[src/dss_pkg.sv]
// Shared types and constants of the display scale setting control block.
// Assumes an APB master with 32-bit data and a single 10 MHz clock.
package dss_pkg;

  // Register byte offsets.
  localparam logic [7:0] ADDR_CMD  = 8'h00;
  localparam logic [7:0] ADDR_SET  = 8'h04;
  localparam logic [7:0] ADDR_REF  = 8'h08;
  localparam logic [7:0] ADDR_ERR  = 8'h0c;
  localparam logic [7:0] ADDR_ENV  = 8'h10;
  localparam logic [7:0] ADDR_BW   = 8'h14;

  // Command opcodes, written to CMD bits 31:28.
  localparam logic [3:0] OP_AUTO_BW = 4'h1;
  localparam logic [3:0] OP_BW      = 4'h2;
  localparam logic [3:0] OP_IDENT   = 4'h3;
  localparam logic [3:0] OP_VSCALE  = 4'h4;
  localparam logic [3:0] OP_REF     = 4'h5;
  localparam logic [3:0] OP_UNIT    = 4'h6;
  localparam logic [3:0] OP_SWEEP   = 4'h7;

  // Command arguments, CMD bits 27:24.
  localparam logic [3:0] ARG_OFF     = 4'h0;
  localparam logic [3:0] ARG_ON      = 4'h1;
  localparam logic [3:0] ARG_NUM     = 4'h2;
  localparam logic [3:0] ARG_INC     = 4'h3;
  localparam logic [3:0] ARG_DEC     = 4'h4;
  localparam logic [3:0] ARG_AUTO    = 4'h5;
  localparam logic [3:0] ARG_LOG     = 4'h6;
  localparam logic [3:0] ARG_LIN     = 4'h7;
  localparam logic [3:0] ARG_LIN_DEF = 4'h8;

  // Reference units.
  localparam logic [1:0] UNIT_DBM  = 2'h0;
  localparam logic [1:0] UNIT_DBV  = 2'h1;
  localparam logic [1:0] UNIT_DBMV = 2'h2;
  localparam logic [1:0] UNIT_DBUV = 2'h3;

  // Unit offsets from dBm in quarter dB, on a 50 ohm basis.
  localparam logic signed [15:0] OFS_DBV  = -16'sd52;
  localparam logic signed [15:0] OFS_DBMV = 16'sd188;
  localparam logic signed [15:0] OFS_DBUV = 16'sd428;

  // Error numbers.
  localparam logic [7:0] ERR_REF   = 8'h22;
  localparam logic [7:0] ERR_LIN   = 8'h23;
  localparam logic [7:0] ERR_LOG   = 8'h24;
  localparam logic [7:0] ERR_BW    = 8'h20;
  localparam logic [7:0] ERR_IDENT = 8'h65;

  // Amplitude limits and steps, quarter dB except the log scale values LOG_MIN, LOG_MAX and DELTA_MAX in dB.
  localparam logic signed [15:0] Q_DB        = 16'sd4;
  localparam logic signed [15:0] Q_HALF      = 16'sd2;
  localparam logic signed [15:0] REF_MIN_DBM = -16'sd520;
  localparam logic signed [15:0] REF_MAX_DBM = 16'sd160;
  localparam logic signed [15:0] LIN_MIN_DBV = -16'sd592;
  localparam logic signed [15:0] LIN_MAX_DBV = 16'sd36;
  localparam logic signed [15:0] EIGHTH_Q    = 16'sd72;
  localparam logic signed [15:0] STEP6_Q     = 16'sd24;
  localparam logic signed [15:0] STEP8_Q     = 16'sd32;
  localparam logic [3:0] LOG_MIN   = 4'd1;
  localparam logic [3:0] LOG_MAX   = 4'd15;
  localparam logic [3:0] DELTA_MAX = 4'd4;

  // Span, band and bandwidth codes.
  localparam logic [4:0] SPAN_50K   = 5'd11;
  localparam logic [4:0] SPAN_50M   = 5'd23;
  localparam logic [4:0] SPAN_BW_MAX = 5'd18;
  localparam logic [3:0] BAND_LOW_MAX = 4'd5;
  localparam logic [2:0] BW_MAX     = 3'd6;

  // Power-up values.
  localparam logic [3:0]         RST_LOG  = 4'd10;
  localparam logic signed [15:0] RST_REF  = 16'sd0;
  localparam logic [2:0]         RST_BW   = 3'd6;

  typedef struct packed {
    logic [3:0]         op;
    logic [3:0]         arg;
    logic               unit_given;
    logic [1:0]         unit;
    logic [4:0]         pad;
    logic signed [15:0] value;
  } dss_cmd_t;

  typedef struct packed {
    logic [17:0] pad;
    logic        imp75;
    logic        opt75_fitted;
    logic        auto_time;
    logic        fine;
    logic        tracking_generator_on;
    logic [3:0]  band;
    logic [4:0]  span_code;
  } dss_env_t;

  typedef struct packed {
    logic               auto_bandwidth_select;
    logic [2:0]         bandwidth_setting;
    logic [2:0]         sweep_time;
    logic               ident_on;
    logic               ident_active;
    logic               vert_offset;
    logic               trace_shift;
    logic               scale_lin;
    logic [3:0]         log_scale;
    logic signed [15:0] lin_scale_dbv;
    logic signed [15:0] ref_level;
    logic [1:0]         ref_unit;
    logic               delta_amp;
  } dss_disp_t;

endpackage : dss_pkg

[src/dss_ctrl.sv]
// Settings logic for display scale, reference level and resolution control.
// Assumes an APB master on pclk; the surroundings write span, band and options into ENV.
//
// The placing of the registers and the APB slave port are this design's own decisions.
`timescale 1ns/1ps
`default_nettype none

// Function
// - Auto bandwidth picks bandwidth from span to stay calibrated.
// - Auto bandwidth with auto time: bandwidth from span, then sweep time.
// - Auto bandwidth off keeps present bandwidth and clears auto argument.
// - Any non-auto bandwidth command turns auto bandwidth off, except a numeric one above 6 or negative, which gives error 32.
// - Full settings readback omits the auto bandwidth flag.
// - Power-up: auto on, identify off, log 10 dB, 0 dBm, dBm.
// - Identify shifts traces and offsets alternate sweeps.
// - Identify works only at narrow enough span for the band.
// - Single sweeps alternate normal and offset, first one normal.
// - Identify on with tracking generator on gives error 101, no change.
// - Log scale 1 to 15 dB, rounded; otherwise error 36.
// - Linear scale rounds to nearest dB; default is ref level over eight.
// - Linear step follows 1-2-5, or the 1 dB ref step with small steps.
// - Linear scale out of range gives error 35.
// - Log 1 to 4 dB with small steps enters delta amplitude mode.
// - Numeric ref level rounds to 1 dB, 0.25 dB in delta mode; absolute.
// - Ref level out of range gives error 34; no unit means current unit.
// - Ref readback is absolute number in current units.
// - Unit codes dBm 0, dBV 1, dBmV 2, dBuV 3 set ref units.
// - 75 ohm input selects dBmV, 50 ohm selects dBm; override allowed later.
module dss_ctrl (
  input  wire logic             pclk,
  input  wire logic             presetn,
  input  wire logic             psel,
  input  wire logic             penable,
  input  wire logic             pwrite,
  input  wire logic [7:0]       paddr,
  input  wire logic [31:0]      pwdata,
  output logic [31:0]           prdata,
  output logic                  pready,
  output logic                  pslverr,
  output dss_pkg::dss_disp_t    disp
);

  function automatic logic signed [15:0] unit_ofs(input logic [1:0] u);
    case (u)
      dss_pkg::UNIT_DBV:  unit_ofs = dss_pkg::OFS_DBV;
      dss_pkg::UNIT_DBMV: unit_ofs = dss_pkg::OFS_DBMV;
      dss_pkg::UNIT_DBUV: unit_ofs = dss_pkg::OFS_DBUV;
      default:            unit_ofs = 16'sd0;
    endcase
  endfunction : unit_ofs

  // Registered state.
  logic                  auto_bw_reg,  auto_bw_next;
  logic [2:0]            bw_reg,       bw_next;
  logic [2:0]            swt_reg,      swt_next;
  logic                  ident_reg,    ident_next;
  logic                  act_reg;
  logic                  parity_reg,   parity_next;
  logic                  lin_reg,      lin_next;
  logic [3:0]            log_reg,      log_next;
  logic signed [15:0]    lins_reg,     lins_next;
  logic [1:0]            phase_reg,    phase_next;
  logic signed [15:0]    ref_reg,      ref_next;
  logic [1:0]            unit_reg,     unit_next;
  logic                  delta_reg;
  logic                  offs_reg;
  logic [7:0]            err_reg,      err_next;
  logic                  errv_reg,     errv_next;
  dss_pkg::dss_env_t     env_reg,      env_next;
  logic [31:0]           prdata_reg;
  logic                  pready_reg;
  logic                  pslverr_reg;

  // Bus decode.
  wire                   access    = psel & penable & ~pready_reg;
  wire                   wr        = access & pwrite;
  wire                   hit_cmd   = paddr == dss_pkg::ADDR_CMD;
  wire                   hit_set   = paddr == dss_pkg::ADDR_SET;
  wire                   hit_ref   = paddr == dss_pkg::ADDR_REF;
  wire                   hit_err   = paddr == dss_pkg::ADDR_ERR;
  wire                   hit_env   = paddr == dss_pkg::ADDR_ENV;
  wire                   hit_bw    = paddr == dss_pkg::ADDR_BW;
  wire                   mapped    = hit_cmd | hit_set | hit_ref | hit_err | hit_env | hit_bw;
  wire                   cmd_go    = wr & hit_cmd;
  wire dss_pkg::dss_cmd_t cmd      = pwdata;
  wire dss_pkg::dss_env_t env_wr   = pwdata;

  // Derived values used by several commands.
  wire signed [15:0]     ref_dbm   = ref_reg - unit_ofs(unit_reg);
  wire signed [15:0]     ref_dbv   = ref_dbm + dss_pkg::OFS_DBV;
  wire [1:0]             arg_unit  = cmd.unit_given ? cmd.unit : unit_reg;
  wire signed [15:0]     num_dbm   = cmd.value - unit_ofs(arg_unit);
  wire signed [15:0]     log_rnd   = (cmd.value + dss_pkg::Q_HALF) >>> 2;
  wire signed [15:0]     lin_rnd   = (cmd.value + dss_pkg::Q_HALF) & ~16'sd3;
  wire                   fine      = env_reg.fine;
  wire                   span_ok   = (env_reg.band <= dss_pkg::BAND_LOW_MAX) ?
                                     (env_reg.span_code <= dss_pkg::SPAN_50K) :
                                     (env_reg.span_code <= dss_pkg::SPAN_50M);
  wire [2:0]             bw_span   = (env_reg.span_code >= dss_pkg::SPAN_BW_MAX) ? dss_pkg::BW_MAX :
                                     3'(env_reg.span_code / 5'd3);
  // Linear 1-2-5 step sizes for going up and down from the present phase.
  wire signed [15:0]     lin_up    = (phase_reg == 2'd1) ? dss_pkg::STEP8_Q : dss_pkg::STEP6_Q;
  wire signed [15:0]     lin_dn    = (phase_reg == 2'd2) ? dss_pkg::STEP8_Q : dss_pkg::STEP6_Q;
  wire signed [15:0]     log_step  = ~fine ? 16'(log_reg) * dss_pkg::Q_DB :
                                     (log_reg <= dss_pkg::DELTA_MAX) ? 16'sd1 : dss_pkg::Q_DB;

  always_comb begin
    logic signed [15:0] ref_try;
    logic signed [15:0] lin_try;
    logic               is_inc;
    ref_try      = ref_reg;
    lin_try      = lins_reg;
    is_inc       = cmd.arg == dss_pkg::ARG_INC;
    auto_bw_next = auto_bw_reg;
    bw_next      = bw_reg;
    ident_next   = ident_reg;
    parity_next  = parity_reg;
    lin_next     = lin_reg;
    log_next     = log_reg;
    lins_next    = lins_reg;
    phase_next   = phase_reg;
    ref_next     = ref_reg;
    unit_next    = unit_reg;
    err_next     = err_reg;
    errv_next    = errv_reg;
    env_next     = env_reg;
    // Clear comes first so that an error raised in the same cycle still lands.
    if (wr && hit_err) begin
      errv_next = 1'b0;
    end
    if (wr && hit_env) begin
      env_next = env_wr;
      if (env_wr.opt75_fitted && env_wr.imp75 != env_reg.imp75) begin
        unit_next = env_wr.imp75 ? dss_pkg::UNIT_DBMV : dss_pkg::UNIT_DBM;
        ref_next  = ref_dbm + unit_ofs(unit_next);
      end
    end
    if (cmd_go) begin
      case (cmd.op)
        dss_pkg::OP_AUTO_BW: begin
          auto_bw_next = cmd.arg == dss_pkg::ARG_ON;
        end
        dss_pkg::OP_BW: begin
          if (cmd.arg == dss_pkg::ARG_AUTO) begin
            auto_bw_next = 1'b1;
          end else if (cmd.arg == dss_pkg::ARG_NUM && cmd.value > 16'(dss_pkg::BW_MAX)) begin
            err_next  = dss_pkg::ERR_BW;
            errv_next = 1'b1;
          end else begin
            auto_bw_next = 1'b0;
            if (cmd.arg == dss_pkg::ARG_NUM) begin
              bw_next = cmd.value[2:0];
            end else if (is_inc && bw_reg != dss_pkg::BW_MAX) begin
              bw_next = bw_reg + 3'd1;
            end else if (cmd.arg == dss_pkg::ARG_DEC && bw_reg != 3'd0) begin
              bw_next = bw_reg - 3'd1;
            end
          end
        end
        dss_pkg::OP_IDENT: begin
          if (cmd.arg == dss_pkg::ARG_ON && env_reg.tracking_generator_on) begin
            err_next  = dss_pkg::ERR_IDENT;
            errv_next = 1'b1;
          end else begin
            ident_next  = cmd.arg == dss_pkg::ARG_ON;
            parity_next = 1'b0;
          end
        end
        dss_pkg::OP_SWEEP: begin
          if (act_reg) begin
            parity_next = ~parity_reg;
          end
        end
        dss_pkg::OP_VSCALE: begin
          if (cmd.arg == dss_pkg::ARG_LOG) begin
            if (log_rnd < 16'(dss_pkg::LOG_MIN) || log_rnd > 16'(dss_pkg::LOG_MAX)) begin
              err_next  = dss_pkg::ERR_LOG;
              errv_next = 1'b1;
            end else begin
              lin_next = 1'b0;
              log_next = log_rnd[3:0];
            end
          end else begin
            if (cmd.arg == dss_pkg::ARG_LIN) begin
              lin_try = lin_rnd;
            end else if (cmd.arg == dss_pkg::ARG_LIN_DEF) begin
              lin_try = ref_dbv - dss_pkg::EIGHTH_Q;
            end else if (fine) begin
              ref_try = is_inc ? ref_reg + dss_pkg::Q_DB : ref_reg - dss_pkg::Q_DB;
              lin_try = (is_inc ? ref_dbv + dss_pkg::Q_DB : ref_dbv - dss_pkg::Q_DB) - dss_pkg::EIGHTH_Q;
            end else begin
              lin_try = is_inc ? lins_reg + lin_up : lins_reg - lin_dn;
            end
            if (lin_try < dss_pkg::LIN_MIN_DBV || lin_try > dss_pkg::LIN_MAX_DBV) begin
              err_next  = dss_pkg::ERR_LIN;
              errv_next = 1'b1;
            end else begin
              lin_next  = 1'b1;
              lins_next = lin_try;
              ref_next  = ref_try;
              if (!fine && (is_inc || cmd.arg == dss_pkg::ARG_DEC)) begin
                phase_next = is_inc ? ((phase_reg == 2'd2) ? 2'd0 : phase_reg + 2'd1) :
                                      ((phase_reg == 2'd0) ? 2'd2 : phase_reg - 2'd1);
              end else if (!fine) begin
                phase_next = 2'd0;
              end
            end
          end
        end
        dss_pkg::OP_REF: begin
          if (cmd.arg == dss_pkg::ARG_NUM) begin
            ref_try = (delta_reg ? num_dbm : ((num_dbm + dss_pkg::Q_HALF) & ~16'sd3)) + unit_ofs(unit_reg);
            lin_try = ref_try - unit_ofs(unit_reg) + dss_pkg::OFS_DBV - dss_pkg::EIGHTH_Q;
          end else if (lin_reg) begin
            ref_try = is_inc ? ref_reg + lin_up : ref_reg - lin_dn;
            lin_try = is_inc ? lins_reg + lin_up : lins_reg - lin_dn;
          end else begin
            ref_try = is_inc ? ref_reg + log_step : ref_reg - log_step;
          end
          if (ref_try - unit_ofs(unit_reg) < dss_pkg::REF_MIN_DBM ||
              ref_try - unit_ofs(unit_reg) > dss_pkg::REF_MAX_DBM) begin
            err_next  = dss_pkg::ERR_REF;
            errv_next = 1'b1;
          end else begin
            ref_next = ref_try;
            if (lin_reg) begin
              lins_next = lin_try;
              if (cmd.arg != dss_pkg::ARG_NUM) begin
                phase_next = is_inc ? ((phase_reg == 2'd2) ? 2'd0 : phase_reg + 2'd1) :
                                      ((phase_reg == 2'd0) ? 2'd2 : phase_reg - 2'd1);
              end
            end
          end
        end
        dss_pkg::OP_UNIT: begin
          unit_next = cmd.unit;
          ref_next  = ref_dbm + unit_ofs(cmd.unit);
        end
        default: begin
          err_next = err_reg;
        end
      endcase
    end
    if (auto_bw_next) begin
      bw_next = bw_span;
    end
  end

  assign swt_next = env_reg.auto_time ? (dss_pkg::BW_MAX - bw_reg) : swt_reg;

  wire [31:0] set_word = {8'h00, errv_reg, delta_reg, unit_reg, fine, act_reg, ident_reg,
                          lin_reg, log_reg, lins_reg[11:0]};
  wire [31:0] rd_word  = hit_set ? set_word :
                         hit_ref ? {{16{ref_reg[15]}}, ref_reg} :
                         hit_err ? {23'h000000, errv_reg, err_reg} :
                         hit_env ? 32'(env_reg) :
                         hit_bw  ? {25'h0000000, swt_reg, auto_bw_reg, bw_reg} : 32'h00000000;

  always_ff @(posedge pclk or negedge presetn) begin
    if (!presetn) begin
      auto_bw_reg <= 1'b1;
      bw_reg      <= dss_pkg::RST_BW;
      ident_reg   <= 1'b0;
      lin_reg     <= 1'b0;
      log_reg     <= dss_pkg::RST_LOG;
      ref_reg     <= dss_pkg::RST_REF;
      unit_reg    <= dss_pkg::UNIT_DBM;
      lins_reg    <= 16'sd0;
      phase_reg   <= 2'd0;
      parity_reg  <= 1'b0;
      swt_reg     <= 3'd0;
      err_reg     <= 8'h00;
      errv_reg    <= 1'b0;
      env_reg     <= '0;
    end else begin
      auto_bw_reg <= auto_bw_next;
      bw_reg      <= bw_next;
      ident_reg   <= ident_next;
      lin_reg     <= lin_next;
      log_reg     <= log_next;
      ref_reg     <= ref_next;
      unit_reg    <= unit_next;
      lins_reg    <= lins_next;
      phase_reg   <= phase_next;
      parity_reg  <= parity_next;
      swt_reg     <= swt_next;
      err_reg     <= err_next;
      errv_reg    <= errv_next;
      env_reg     <= env_next;
    end
  end

  always_ff @(posedge pclk or negedge presetn) begin
    if (!presetn) begin
      act_reg   <= 1'b0;
      delta_reg <= 1'b0;
      offs_reg  <= 1'b0;
    end else begin
      act_reg   <= ident_reg & span_ok;
      // Built from parity_next so that the output is a flop yet in step with act_reg and parity_reg.
      offs_reg  <= ident_reg & span_ok & parity_next;
      delta_reg <= ~lin_reg & fine & (log_reg <= dss_pkg::DELTA_MAX);
    end
  end

  always_ff @(posedge pclk or negedge presetn) begin
    if (!presetn) begin
      pready_reg  <= 1'b0;
      pslverr_reg <= 1'b0;
      prdata_reg  <= 32'h00000000;
    end else begin
      pready_reg  <= access;
      pslverr_reg <= access & ~mapped;
      prdata_reg  <= (access & ~pwrite) ? rd_word : 32'h00000000;
    end
  end

  assign prdata  = prdata_reg;
  assign pready  = pready_reg;
  assign pslverr = pslverr_reg;

  assign disp = '{auto_bandwidth_select: auto_bw_reg, bandwidth_setting: bw_reg, sweep_time: swt_reg,
                  ident_on: ident_reg, ident_active: act_reg, vert_offset: offs_reg,
                  trace_shift: offs_reg, scale_lin: lin_reg, log_scale: log_reg,
                  lin_scale_dbv: lins_reg, ref_level: ref_reg, ref_unit: unit_reg, delta_amp: delta_reg};

endmodule : dss_ctrl
`default_nettype wire

[config.mk]
export PLATFORM = sky130hd
export DESIGN_NAME = dss_ctrl
export DESIGN_NICKNAME = d
export VERILOG_FILES = /design/src/dss_pkg.sv /design/src/dss_ctrl.sv
export SDC_FILE = /design/constraint.sdc
export NUM_CORES = 1
export LEC_CHECK = 0
export BUFFER_PORTS_ARGS = -buffer_cell sky130_fd_sc_hd__buf_4
export CORE_MARGIN = 8
export CORE_UTILIZATION = 35
export DETAILED_ROUTE_END_ITERATION = 6
export REMOVE_ABC_BUFFERS = 1
export SLEW_MARGIN = 10
export SYNTH_ARGS = -nofsm -noshare
export SYNTH_HDL_FRONTEND = slang
export SYNTH_SLANG_ARGS = --single-unit
[constraint.sdc]
create_clock -name pclk -period 7 [get_ports pclk]
set_input_delay 1.4 -clock pclk [delete_from_list [all_inputs] [get_ports pclk]]
set_output_delay 1.4 -clock pclk [all_outputs]
set_load 0.01 [all_outputs]
* Word level (Yosys, flattened, before mapping)
Cells that the tools add are included.
** Storage, ports and cells
- Logic and storage cells :: 287
- Output and inout port bits :: 85
- Input port bits :: 45
- Bits in registers :: 128
** Cells by class
- Equality and inequality tests :: 56
- Reduce and logical (&&, ||, !) cells :: 29
- Add/subtract/negate cells :: 29
- Divide/modulo/power cells :: 1
- Magnitude comparators :: 12
- Muxes and demuxes :: 111
- Bitwise gates (word level) :: 22
** Operator list (number)
- $mux 16 :: 39
- $pmux 16 s3 :: 5
- $mux 32 :: 5
- $sub 16x16->16 :: 4
- $mux 8 :: 7
- $add 16x16->16 :: 3
- $add 16x7->16 :: 3
- $sub 16x7->16 :: 3
- $sub 16x8->16 const B :: 3
- $add 16x3->16 const B :: 2
- $add 16x4->16 const B :: 2
- $add 16x7->16 const B :: 2
- $eq 4x3->1 const B :: 8
- $lt 16x11->1 const B :: 2
- $mux 2 :: 16
- $pmux 16 s2 :: 1
- $pmux 8 s4 :: 1
- $sub 16x4->16 const B :: 2
- $mux 3 :: 10
- $ne 2x2->1 const B :: 13
- $mux 1 :: 19
- $eq 2x2->1 const B :: 9
- $mux 6 :: 3
- $eq 4x2->1 const B :: 4
- 45 further kinds :: 94

* Depth between registers and ports, before layout
Gate-level depths: netlist (run 1).
- Depth after elaboration :: 19
- Depth in mapped cells :: 40
- Mapped depth without buffers :: 36

* Worst setup path before layout (run 1)
OpenSTA, ideal clock, no wires.
- Path kind :: input -> register
- From :: input port pwdata[21]
- To :: register ref_reg[4]
- Slack :: -913 ps
- Cell stages on the path :: 34
- Data required time :: 6863 ps
- Setup time :: 137 ps
- Path buffers :: 2
- Arrival time :: 7776 ps
- Cells stage by stage :: clkbuf_1 > mux2i_1 > nand2_1 > ha_1 > fa_1 > nor4b_1 > xor2_1 > ha_1 > a21oi_1 > o21bai_1 > a21oi_1 > a21oi_1 > a21oi_1 > inv_1 > a21oi_1 > xor2_1 > o21ai_0 > ha_1 > a21o_1 > a21oi_1 > nor2b_1 > o21ai_0 > nand2b_1 > a21o_1 > a22o_1 > a311oi_1 > nor4_1 > and4_1 > mux2i_1 > buf_2 > mux2i_1 > o221ai_1 > a22oi_1 > a21oi_1
** Between the ends
- Longest elaborated chain between the ends :: 16
- Elaborated cells between the ends (all ways) :: 26
- Those cells by class :: add/sub: 5; order compare: 2; eq/ne: 6; mux: 12; reduce/logical: 1
** RTL lines
- from (decl) :: RTL line dss_ctrl.sv:36 : input wire logic [31:0] pwdata,
- $mux 2 :: RTL line dss_ctrl.sv:91 : wire [1:0] arg_unit = cmd.unit_given ? cmd.unit : unit_reg;
- $eq 2x2->1 / $eq 2x1->1 (equally long branches) :: RTL line dss_ctrl.sv:44 : case (u)
- $pmux 16 s3 :: RTL line dss_ctrl.sv:44
- $sub 16x16->16 :: RTL line dss_ctrl.sv:92 : wire signed [15:0] num_dbm = cmd.value - unit_ofs(arg_unit);
- $add 16x3->16 :: RTL line dss_ctrl.sv:212 : ref_try = (delta_reg ? num_dbm : ((num_dbm + dss_pkg::Q_HALF) & ~16'sd3)) + unit_ofs(unit_reg);
- $mux 16 :: RTL line dss_ctrl.sv:212
- $add 16x16->16 :: RTL line dss_ctrl.sv:212
- $mux 16 :: RTL line dss_ctrl.sv:211 : if (cmd.arg == dss_pkg::ARG_NUM) begin
- $mux 16 :: RTL line dss_ctrl.sv:139 : case (cmd.op)
- $mux 16 :: RTL line dss_ctrl.sv:138 : if (cmd_go) begin
- $sub 16x16->16 :: RTL line dss_ctrl.sv:220, dss_ctrl.sv:221
- $lt 16x11->1 / $gt 16x9->1 (equally long branches) :: RTL line dss_ctrl.sv:220, dss_ctrl.sv:221
- $logic_or 1x1->1 :: RTL line dss_ctrl.sv:220 : if (ref_try - unit_ofs(unit_reg) < dss_pkg::REF_MIN_DBM ||
- $mux 16 :: RTL line dss_ctrl.sv:220
- $pmux 16 s3 (*) :: RTL line dss_ctrl.sv:139
- $mux 16 (*) :: RTL line dss_ctrl.sv:138
- to (signal assigned) :: RTL line dss_ctrl.sv:266 : ref_reg <= dss_pkg::RST_REF;
- to (signal assigned) :: RTL line dss_ctrl.sv:281 : ref_reg <= ref_next;
- to (decl) :: RTL line dss_ctrl.sv:63 : logic signed [15:0] ref_reg, ref_next;
Mark *: on every way between the ends. The rest lies on a longest branch, timed or not. The select of a mux whose other input is x is not followed.
A chain may end at the register's enable or synchronous reset.

* Worst setup path after layout (run 1)
- From :: input port pwdata[23]
- To :: register phase_reg[1]
** Between the ends
- Longest elaborated chain between the ends :: 15
- Elaborated cells between the ends (all ways) :: 18
- Those cells by class :: add/sub: 4; order compare: 2; eq/ne: 4; mux: 6; reduce/logical: 2
** RTL lines
- $mux 2 (*) :: RTL line dss_ctrl.sv:91
- $eq 2x2->1 / $eq 2x1->1 (equally long branches) :: RTL line dss_ctrl.sv:44
- $pmux 16 s3 (*) :: RTL line dss_ctrl.sv:44
- $sub 16x16->16 (*) :: RTL line dss_ctrl.sv:92
- $add 16x3->16 :: RTL line dss_ctrl.sv:212
- $mux 16 (*) :: RTL line dss_ctrl.sv:212
- $add 16x16->16 (*) :: RTL line dss_ctrl.sv:212
- $mux 16 (*) :: RTL line dss_ctrl.sv:211
- $mux 16 (*) :: RTL line dss_ctrl.sv:139
- $mux 16 (*) :: RTL line dss_ctrl.sv:138
- $sub 16x16->16 (*) :: RTL line dss_ctrl.sv:220, dss_ctrl.sv:221
- $lt 16x11->1 / $gt 16x9->1 (equally long branches) :: RTL line dss_ctrl.sv:220, dss_ctrl.sv:221
- $logic_or 1x1->1 (*) :: RTL line dss_ctrl.sv:220
- $ne 2x2->1 (no line) (*)
- $reduce_and 8->1 (no line) (*)
- to (signal assigned) :: RTL line dss_ctrl.sv:284 : phase_reg <= phase_next;
- to (decl) :: RTL line dss_ctrl.sv:62 : logic [1:0] phase_reg, phase_next;
Marked as above.

==> qor.csv, run 1 <==
stage;metric;value;unit
status;status;finished with violations;
status;violations;negative setup slack;
sta;setup_viol;40;
placement;gp_congestion;0.977;
finish;syn2layout_area_growth;34.4;%
drt;postRouteAntennaNets;0;
placement;pre_cts_ws;-1360;ps
sta;period_minus_slack;7570;ps
worst_setup_path;crit_type;primary input to register;
grt;grt_max_degree;70;
sta;maxSlewViolCount;0;
worst_setup_path;start_kind;primary input;
floorplan;die_w;233;µm
worst_setup_path;max_stage_delay;470;ps
worst_hold_path;holdCritPathClass;register to register;
placement;post_dp_cell_area;0.0207;mm²
floorplan;dieArea;0.0543;mm²
floorplan;initial_core_util;0.354;
yosys;yosysSeqAreaShare;0.190;
sta;finalWorstSetupSlack;-566;ps
finish;nNetsFinal;2768;
yosys;syn_area;0.0165;mm²
placement;hpwl;54700;µm
sta;max_slew_margin;0.0930;
grt;grt_overflow;0;
finish;final_cell_area;0.0221;mm²
clocking;h-tree-depth;4;
worst_setup_path;critPathRequiredTime;7320;ps
drt;vias;18300;
drt;first_pass_iters;6;
worst_setup_path;cp.arrival;7890;ps
drt;routedWlPerCell;21.7;µm
floorplan;core;0.0466;mm²
worst_setup_path;endpoint_kind;register;
floorplan;ios;130;
power_and_ir_drop;peakVddDrop;0.206;mV
grt;antenna_found_initial;1;
worst_setup_path;path_max_fanout;4;
clocking;cts-buffers-inserted;17;
grt;grt.total_usage;0.245;
floorplan;die_y;233;µm
clocking;cts.sinks;125;
grt;grt_first_pass_wirelength;104000;µm
grt;grt_pass1_vias;18000;
clocking;cts.clk_slew.worst_paths;70;ps
drt;drc;0;
yosys;ys.flop_type;dfrtp_1;
clocking;cts_root_buffer;clkbuf_16;
yosys;avgSynthCellArea;7.88;µm²
finish;post-route-util;0.476;
finish;drive_above_1_share;0.302;
yosys;async_flop_share;1.00;
power_and_ir_drop;leakagePower;10.5;nW
worst_setup_path;cpMostUsedCell;a21oi_2;
placement;io_buffer_count;129;
floorplan;rows;79;
worst_setup_path;slowest_stage;fa_2;
drt;routed_wl;68900;µm
sta;hold_violations;0;
sta;clock_skew;12.2;ps
power_and_ir_drop;powerDensity;149;mW/mm²
sta;clock.fmax;132;MHz
run;drv_cap;0;
yosys;yosys_warnings;0;
finish;nFillCells;4550;
sta;tightestPinTransition;1350;ps
yosys;synth_edf_count;0;
drt;initialDrtViolationCount;1626;
clocking;clkLatencyLatePin;440;ps
yosys;netlist_instances;2090;
drt;via_per_inst;5.76;
clocking;cts_tree;yes;
yosys;synth_seq_cells;125;
yosys;synthDistinctLibCells;113;
clocking;clk_path_buf_depth;2;
finish;largest_reg_flops;32;
sta;rsz0062_at_grt;true;
sta;fin_crit_sh;1.08;
[area by class of cell]
| class | count | area (µm²) | area share |
|---|---|---|---|
| Multi-Input combinational cell | 1741 | 12900 | 0.582 |
| Antenna cell | 1 | 2.50 | 0.000113 |
| Timing Repair Buffer | 559 | 4310 | 0.195 |
| Clock inverter | 15 | 169 | 0.00763 |
| Inverter | 116 | 440 | 0.0199 |
| Sequential cell | 125 | 3130 | 0.142 |
| Tap cell | 607 | 759 | 0.0343 |
| Clock buffer | 17 | 425 | 0.0192 |
[cell usage in the layout (no fill, tap or decap), types with 18 or more instances in the layout]
master,count
nor2_1,175
o21ai_0,111
nor3_1,61
nand2_1,183
dfrtp_1,120
a31oi_1,27
inv_1,111
nand2b_1,31
o21a_1,23
a21oi_1,137
xnor2_1,103
and3_1,18
mux2i_1,34
o211ai_1,19
xor2_1,43
ha_1,149
mux2_2,44
buf_4,543
a21o_1,50
nor2b_1,22
a211oi_1,29
nand3_1,44
[report_power, final]
group | internal, mW | switching, mW | leakage, nW
sequential | 0.730 | 0.0102 | 1.68
clock | 0.481 | 0.427 | 0.293
combinational | 0.818 | 0.828 | 8.55
[what timing repair did]
action / 4_1_cts / 5_1_grt
hold endpoints to repair: 0 / 0
hold buffers: 0 / 0
endpoints found under the setup margin: 40 / 40
resized for setup: 79 / 40
pin swaps: 42 / 36
setup buffers: 38 / 6
[Yosys cell counts, types with 8 or more instances]
cell type	instances	area share
nand2_1	187	0.043
nor2_1	177	0.040
ha_1	154	0.12
a21oi_1	146	0.044
o21ai_0	130	0.039
dfrtp_1	120	0.18
inv_1	112	0.026
xnor2_1	104	0.055
clkbuf_1	82	0.019
nor3_1	65	0.020
a21o_1	50	0.023
xor2_1	47	0.025
mux2_2	46	0.031
nand3_1	46	0.014
mux2i_1	37	0.022
a211oi_1	32	0.015
nand2b_1	32	0.012
a31oi_1	28	0.011
nor2b_1	25	0.0095
o21a_1	23	0.010
and3_1	20	0.0076
o211ai_1	19	0.0087
o31ai_1	18	0.0082
nand4_1	17	0.0065
or3_1	17	0.0065
and2_1	16	0.0061
nor4_1	16	0.0061
o22ai_1	16	0.0061
o21bai_1	14	0.0064
a221oi_1	11	0.0058
a22oi_1	11	0.0050
a311oi_1	11	0.0058
nor3b_1	10	0.0046
a222oi_1	9	0.0055
buf_2	9	0.0027
fa_1	9	0.011
or2_2	9	0.0034
a211o_1	8	0.0043
buf_4	8	0.0036
[critical path, delay by kind of cell]
family,cells,cell delay (ps)
compound gates,13,1860
xor+xnor,2,350
fa+ha+maj,4,1250
buf+inv,3,330
mux,3,680
simple gates,9,2020
[metal layers]
| layer | up-vias | global-route usage | routed length, µm |
|---|---|---|---|
| met5 | - | 0 | 12 |
| met4 | 2 | 0.103 | 2980 |
| met3 | 164 | 0.0373 | 4620 |
| met2 | 702 | 0.395 | 31100 |
| met1 | 8805 | 0.324 | 30200 |
| li1 | 8648 | - | - |
[path summary, 6_finish.rpt]
kind	startpoint	end	slack [ps]	cells after the start
max	pwdata[23]	phase_reg[1]	-570	34
min	err_reg[5]	err_reg[5]	490	1
max reg2reg	unit_reg[0]	phase_reg[1]	-90	28
min reg2reg	err_reg[5]	err_reg[5]	490	1
max in group asynchronous	presetn	prdata[0]	4820	2
min in group asynchronous	presetn	lins_reg[14]	960	1
[metrics by stage]
step	hold slack, ps	std cells	power, mW	TNS (ps)
6_report	488	3181	3.29	-15330
3_3_place_gp	454	3105	2.20	-41870
2_1_floorplan	434	1982	1.51	-60620
4_1_cts	490	3174	3.22	-9410
5_1_grt	520	3180	3.47	-27000
3_5_place_dp	475	3105	2.21	-47680
[cells by family (layout without fill, tap and decap cells)]
logic type | after synthesis | count (layout) | share of synthesized area
flops | 125 | 125 | 0.190
xor+xnor | 161 | 161 | 0.0924
compound gates | 628 | 628 | 0.258
simple gates | 694 | 694 | 0.213
fa+ha+maj | 167 | 167 | 0.130
other cells | 0 | 1 | 0
buf+inv | 224 | 707 | 0.0548
mux | 91 | 91 | 0.0614
Note: power is estimated with default switching activity, not from simulation.
==> run 2: changes to the inputs <==
--- a/config.mk
+++ b/config.mk
@@ -6,11 +6,15 @@
 export NUM_CORES = 1
 export LEC_CHECK = 0
 export BUFFER_PORTS_ARGS = -buffer_cell sky130_fd_sc_hd__buf_4
+export CELL_PAD_IN_SITES_DETAIL_PLACEMENT = 0
+export CELL_PAD_IN_SITES_GLOBAL_PLACEMENT = 1
 export CORE_MARGIN = 8
 export CORE_UTILIZATION = 35
 export DETAILED_ROUTE_END_ITERATION = 6
+export PLACE_DENSITY_LB_ADDON = 0.1
 export REMOVE_ABC_BUFFERS = 1
 export SLEW_MARGIN = 10
 export SYNTH_ARGS = -nofsm -noshare
 export SYNTH_HDL_FRONTEND = slang
 export SYNTH_SLANG_ARGS = --single-unit
+export TNS_END_PERCENT = 100
==> run 2 against run 1 <==
The run still ends with negative setup slack left. Critical path depth is 1 higher. Sequential power hardly changed. Total power is 2.3% higher. Flip-flop and latch count stayed put. First-iteration DRC count is 3.9% lower. Fmax is 0.76% lower. Combinational power is 2% higher. Cell area is 1.6% higher. Highest routed layer unchanged.
==> qor.csv, run 2 (same netlist as run 1, synthesis figures left out) <==
stage;metric;value;unit;change
status;status;finished with violations;;unchanged
worst_setup_path;r2r-end;ref_reg[8];;was phase_reg[1]
clocking;clk_path_buf_depth;2;;unchanged
clocking;cts_root_buffer;clkbuf_16;;unchanged
worst_setup_path;slowest_stage;fa_1;;was fa_2
finish;nNetsFinal;2809;;was 2768
placement;hpwl;57600;µm;was 54700 µm
drt;postRouteAntennaNets;0;;unchanged
drt;vias;18400;;was 18300
drt;drc;0;;unchanged
power_and_ir_drop;peakVddDrop;0.165;mV;was 0.206 mV
floorplan;core;0.0466;mm²;unchanged
placement;gp_congestion;0.978;;was 0.977
floorplan;initial_core_util;0.354;;unchanged
sta;tightestPinTransition;897;ps;was 1350 ps
sta;rsz0062_at_grt;true;;unchanged
sta;finalWorstSetupSlack;-624;ps;was -566 ps
placement;io_buffer_count;129;;unchanged
worst_setup_path;critPathCapture;phase_reg[1];;unchanged
power_and_ir_drop;fin_total_pwr;3.37;mW;was 3.29 mW
worst_setup_path;cp.arrival;7930;ps;was 7890 ps
clocking;cts_tree;yes;;unchanged
worst_setup_path;cpMostUsedCell;a21oi_2;;unchanged
worst_setup_path;r2r_start;unit_reg[0];;unchanged
finish;layout_commonest_cell;buf_4;;unchanged
grt;grt.total_usage;0.260;;was 0.245
sta;hold_violations;0;;unchanged
finish;syn2layout_area_growth;36.5;%;was 34.4%
sta;clock_skew;14.6;ps;was 12.2 ps
sta;clock.fmax;131;MHz;was 132 MHz
power_and_ir_drop;leakagePower;10.7;nW;was 10.5 nW
worst_setup_path;crit_type;primary input to register;;unchanged
clocking;clkLatencyLatePin;440;ps;about the same
floorplan;ios;130;;unchanged
grt;grt_max_degree;73;;was 70
floorplan;rows;79;;unchanged
worst_setup_path;r2r_cells;30;;was 28
sta;max_slew_margin;0.392;;was 0.0930
clocking;h-tree-depth;4;;unchanged
finish;final_cell_mix;buf_4, nand2_1, nor2_1;;unchanged
grt;grt_overflow;0;;unchanged
worst_setup_path;start_kind;primary input;;unchanged
worst_setup_path;max_stage_delay;490;ps;was 470 ps
sta;fin_crit_sh;1.09;;was 1.08
sta;setup_viol;40;;unchanged
worst_setup_path;critPathRequiredTime;7310;ps;was 7320 ps
finish;seqCellArea;0.00313;mm²;unchanged
floorplan;die_y;233;µm;unchanged
drt;initialDrtViolationCount;1563;;was 1626
drt;first_pass_iters;6;;unchanged
drt;routed_wl;72600;µm;was 68900 µm
run;drv_cap;0;;unchanged
worst_setup_path;cp-startpoint;pwdata[23];;unchanged
status;violations;negative setup slack;;unchanged
worst_setup_path;endpoint_kind;register;;unchanged
drt;routedWlPerCell;22.5;µm;was 21.7 µm
finish;drive_above_1_share;0.316;;was 0.302
floorplan;die_w;233;µm;unchanged
sta;maxSlewViolCount;0;;unchanged
worst_setup_path;path_max_fanout;6;;was 4
finish;n_antenna_cell;0;;was 1
floorplan;dieArea;0.0543;mm²;unchanged
sta;period_minus_slack;7620;ps;was 7570 ps
clocking;cts.sinks;125;;unchanged
finish;largest_reg_flops;32;;unchanged
clocking;cts.clk_slew.worst_paths;60;ps;was 70 ps
worst_setup_path;ff2ff_setup_slack;0;ps;was -90 ps
worst_hold_path;holdCritPathClass;register to register;;unchanged
finish;nFillCells;4628;;was 4550
sta;tns;-19170;ps;was -15330 ps
grt;grt_first_pass_wirelength;109000;µm;was 104000 µm
drt;via_per_inst;5.71;;was 5.76
grt;grt_pass1_vias;17900;;was 18000
grt;antenna_found_initial;1;;unchanged
clocking;cts-buffers-inserted;17;;unchanged
finish;multiInputGateArea;0.0129;mm²;about the same
power_and_ir_drop;powerDensity;150;mW/mm²;was 149 mW/mm²
run 2: what timing repair did:
action | CTS | global route
cloned | 1 | 0
hold buffers | 0 | 0
endpoints found under the setup margin | 40 | 40
pin swaps | 36 | 51
buffers inserted | 66 | 6
gates resized for setup | 67 | 60
run 2: final cells by class:
cell class	count	share of cell area
flip-flops and latches	125	0.139
clock inverters	15	0.00779
inverters	116	0.0196
clock buffers	17	0.0189
well taps	607	0.0338
repair buffers	600	0.206
multi-input cells	1741	0.575
run 2: worst min path at each step:
stage / from / end / slack (ps) / cells after the start
after floorplan: err_reg[5] / err_reg[5] / 430 / 1
after global placement: err_reg[5] / err_reg[5] / 450 / 1
after detailed placement: err_reg[5] / err_reg[5] / 470 / 1
after CTS: err_reg[5] / err_reg[5] / 480 / 1
after global routing: err_reg[5] / err_reg[5] / 510 / 1
final: err_reg[5] / err_reg[5] / 470 / 1
run 2: power breakdown:
part           internal [mW]  leakage, nW  switching [mW]  total (mW)
Combinational          0.835         8.75           0.857        1.69
Sequential             0.730         1.68         0.00974       0.740
Clock                  0.538        0.291           0.401       0.939
run 2: stage by stage:
stage          setup slack [ps]  cells  area, µm²   util  hold WS (ps)
2_1_floorplan             -2080   1982      16000      -           434
3_3_place_gp              -1070   3121      20800  0.447           452
3_5_place_dp              -1420   3121      20800  0.447           468
4_1_cts                    -459   3216      22200  0.476           478
5_1_grt                    -942   3221      22500  0.483           508
6_report                   -624   3221      22500  0.483           471
run 2: critical path, delay by kind of cell:
| family | cells | cell delay [ps] |
|---|---|---|
| buffers and inverters | 4 | 490 |
| AO/OA/AOI/OAI | 14 | 2320 |
| XOR/XNOR | 2 | 370 |
| multiplexers | 3 | 670 |
| AND/OR/NAND/NOR | 8 | 1410 |
| adder cells (fa/ha/maj) | 4 | 1250 |
run 2: routing by layer:
metal,vias up,wire [µm],track usage
met5,-,26,0
met4,2,2510,0.0809
met3,122,4730,0.0389
met2,653,32400,0.415
met1,8900,32900,0.356
li1,8718,-,-
==> run 3: changes to the inputs <==
--- a/config.mk
+++ b/config.mk
@@ -10,7 +10,9 @@
 export CELL_PAD_IN_SITES_GLOBAL_PLACEMENT = 1
 export CORE_MARGIN = 8
 export CORE_UTILIZATION = 35
+export CTS_CLUSTER_SIZE = 40
 export DETAILED_ROUTE_END_ITERATION = 6
+export GPL_TIMING_DRIVEN = 0
 export PLACE_DENSITY_LB_ADDON = 0.1
 export REMOVE_ABC_BUFFERS = 1
 export SLEW_MARGIN = 10
==> run 3 against run 2 <==
Clock-buffer cell count is 4 higher. Sequential power increased by 0.7%. The flow still finishes with violations (negative setup slack). Die area unchanged. Wire length down 4.7%. Highest routed layer unchanged. Largest power group unchanged. First-iteration DRC count shrank 7.4%. Critical endpoint unchanged. Largest cell class unchanged. Setup slack got worse by 260 ps. Sequential share of layout area up 1.9 points. Combinational power fell by 18%.
==> qor.csv, run 3 (same netlist as run 1, synthesis figures left out) <==
stage;metric;value;unit;change
floorplan;dieArea;0.0543;mm²;unchanged
floorplan;initial_core_util;0.354;;unchanged
grt;grt.total_usage;0.246;;was 0.260
sta;tightestPinTransition;1250;ps;was 897 ps
sta;period_minus_slack;7880;ps;was 7620 ps
grt;grt_overflow;0;;unchanged
worst_setup_path;start_kind;primary input;;unchanged
sta;finalWorstSetupSlack;-882;ps;was -624 ps
worst_hold_path;min_from;err_reg[5];;unchanged
power_and_ir_drop;fin_total_pwr;3.03;mW;was 3.37 mW
sta;clock.fmax;127;MHz;was 131 MHz
drt;via_per_inst;6.01;;was 5.71
clocking;clk_path_buf_depth;2;;unchanged
worst_setup_path;path_max_fanout;5;;was 6
clocking;cts_root_buffer;clkbuf_16;;unchanged
worst_setup_path;slowest_stage;fa_2;;was fa_1
power_and_ir_drop;peakVddDrop;0.184;mV;was 0.165 mV
clocking;cts.clk_slew.worst_paths;70;ps;was 60 ps
floorplan;die_w;233;µm;unchanged
finish;layout_commonest_cell;buf_4;;unchanged
drt;postRouteAntennaNets;0;;unchanged
finish;n_antenna_cell;0;;unchanged
clocking;cts-buffers-inserted;17;;unchanged
sta;fin_crit_sh;1.13;;was 1.09
sta;maxSlewViolCount;0;;unchanged
floorplan;ios;130;;unchanged
placement;hpwl;52400;µm;was 57600 µm
finish;syn2layout_area_growth;20.7;%;was 36.5%
worst_setup_path;crit_type;primary input to register;;unchanged
finish;nNetsFinal;2425;;was 2809
worst_setup_path;max_stage_delay;520;ps;was 490 ps
floorplan;rows;79;;unchanged
worst_setup_path;r2r-end;phase_reg[1];;was ref_reg[8]
status;violations;negative setup slack;;unchanged
drt;initialDrtViolationCount;1447;;was 1563
worst_setup_path;critPathRequiredTime;7320;ps;was 7310 ps
drt;routed_wl;69200;µm;was 72600 µm
worst_setup_path;r2r_cells;34;;was 30
finish;final_cell_mix;buf_4, nand2_1, nor2_1;;unchanged
grt;antenna_found_initial;3;;was 1
drt;vias;17000;;was 18400
worst_setup_path;cpMostUsedCell;a21oi_2;;unchanged
placement;pre_cts_ws;-3210;ps;was -1420 ps
sta;setup_viol;40;;unchanged
sta;rsz0062_at_grt;true;;unchanged
worst_hold_path;hold_path_end;err_reg[5];;unchanged
clocking;cts_tree;yes;;unchanged
drt;drc;0;;unchanged
worst_setup_path;endpoint_kind;register;;unchanged
grt;grt_max_degree;71;;was 73
sta;max_slew_margin;0.161;;was 0.392
worst_setup_path;cp.arrival;8200;ps;was 7930 ps
status;status;finished with violations;;unchanged
floorplan;die_y;233;µm;unchanged
drt;routedWlPerCell;24.4;µm;was 22.5 µm
power_and_ir_drop;powerDensity;152;mW/mm²;was 150 mW/mm²
finish;largest_reg_flops;32;;unchanged
sta;hold_violations;0;;unchanged
sta;clock_skew;16.3;ps;was 14.6 ps
worst_setup_path;ff2ff_setup_slack;-480;ps;was 0 ps
power_and_ir_drop;leakagePower;8.86;nW;was 10.7 nW
worst_hold_path;holdCritPathClass;register to register;;unchanged
placement;io_buffer_count;129;;unchanged
worst_setup_path;r2r_start;unit_reg[1];;was unit_reg[0]
finish;drive_above_1_share;0.206;;was 0.316
run;drv_cap;0;;unchanged
clocking;cts.sinks;125;;unchanged
clocking;h-tree-depth;4;;unchanged
worst_hold_path;whs_path_depth;1;;unchanged
clocking;clkLatencyLatePin;430;ps;was 440 ps
placement;gp_congestion;0.936;;was 0.978
clocking;holdBufCountCts;0;;unchanged
finish;post-route-util;0.427;;was 0.483
floorplan;core;0.0466;mm²;unchanged
grt;grt_pass1_vias;16100;;was 17900
drt;first_pass_iters;7;;was 6
grt;grt_first_pass_wirelength;102000;µm;was 109000 µm
==> run 3: cell types whose count changed in the layout (fill, tap and decap cells not counted), moves of 5 or more <==
cell	delta
buf_6	-12
xnor2_1	-5
o21ai_1	+8
o21ai_0	-6
buf_4	-387
==> run 3: worst max path at each step <==
stage | from | to | slack [ps] | depth (start not counted)
after CTS | pwdata[23] | phase_reg[0] | -840 | 34
final | pwdata[23] | phase_reg[1] | -880 | 34
after global routing | pwdata[23] | phase_reg[1] | -1220 | 34
after detailed placement | pwdata[21] | phase_reg[0] | -3210 | 34
after global placement | pwdata[21] | phase_reg[0] | -4760 | 33
after floorplan | pwdata[23] | phase_reg[0] | -2080 | 32
==> run 3: power breakdown <==
group / internal (mW) / total [mW] / switching, mW / leakage, nW
registers: 0.730 / 0.745 / 0.0150 / 1.68
logic: 0.587 / 1.39 / 0.804 / 6.90
clock network: 0.521 / 0.892 / 0.370 / 0.278
==> run 3: layer usage <==
metal  GRT usage  vias up  part of all wire  wire length, µm
met1       0.341     8323              0.46            31800
met3      0.0347      126             0.062             4270
met5           0        -           0.00016               11
li1            -     7982                 -                -
met2       0.387      604              0.44            30400
met4      0.0880        2             0.039             2720
==> run 3: final cells by class <==
class                           count  area, µm²
Clock buffer                       21        470
Multi-Input combinational cell   1746      13200
Tap cell                          607        759
Timing Repair Buffer              211       1780
Clock inverter                     11        109
Inverter                          116        459
Sequential cell                   125       3140
Fill cell                        4709      26700
==> run 3: worst max-delay path: cells and delay by family <==
family | cells | cell delay, ps
compound gates | 13 | 1930
fa+ha+maj | 4 | 1330
mux | 3 | 690
simple gates | 9 | 2000
xor+xnor | 2 | 490
buf+inv | 3 | 330
==> run 3: through the flow <==
step | cells | hold slack, ps | TNS (ps) | area [µm²]
global route | 2837 | 485 | -44460 | 19900
CTS | 2824 | 473 | -28700 | 19600
finish | 2837 | 473 | -30040 | 19900
floorplan | 1982 | 434 | -60620 | 16000
global placement | 2718 | 449 | -171420 | 17700
detailed placement | 2731 | 457 | -110310 | 18000
==> run 3: repair_timing <==
item | in CTS | in global routing
gates resized for setup | 106 | 45
setup endpoints to repair | 41 | 41
pin swaps | 49 | 39
gates cloned | 6 | 2
buffers inserted | 55 | 14
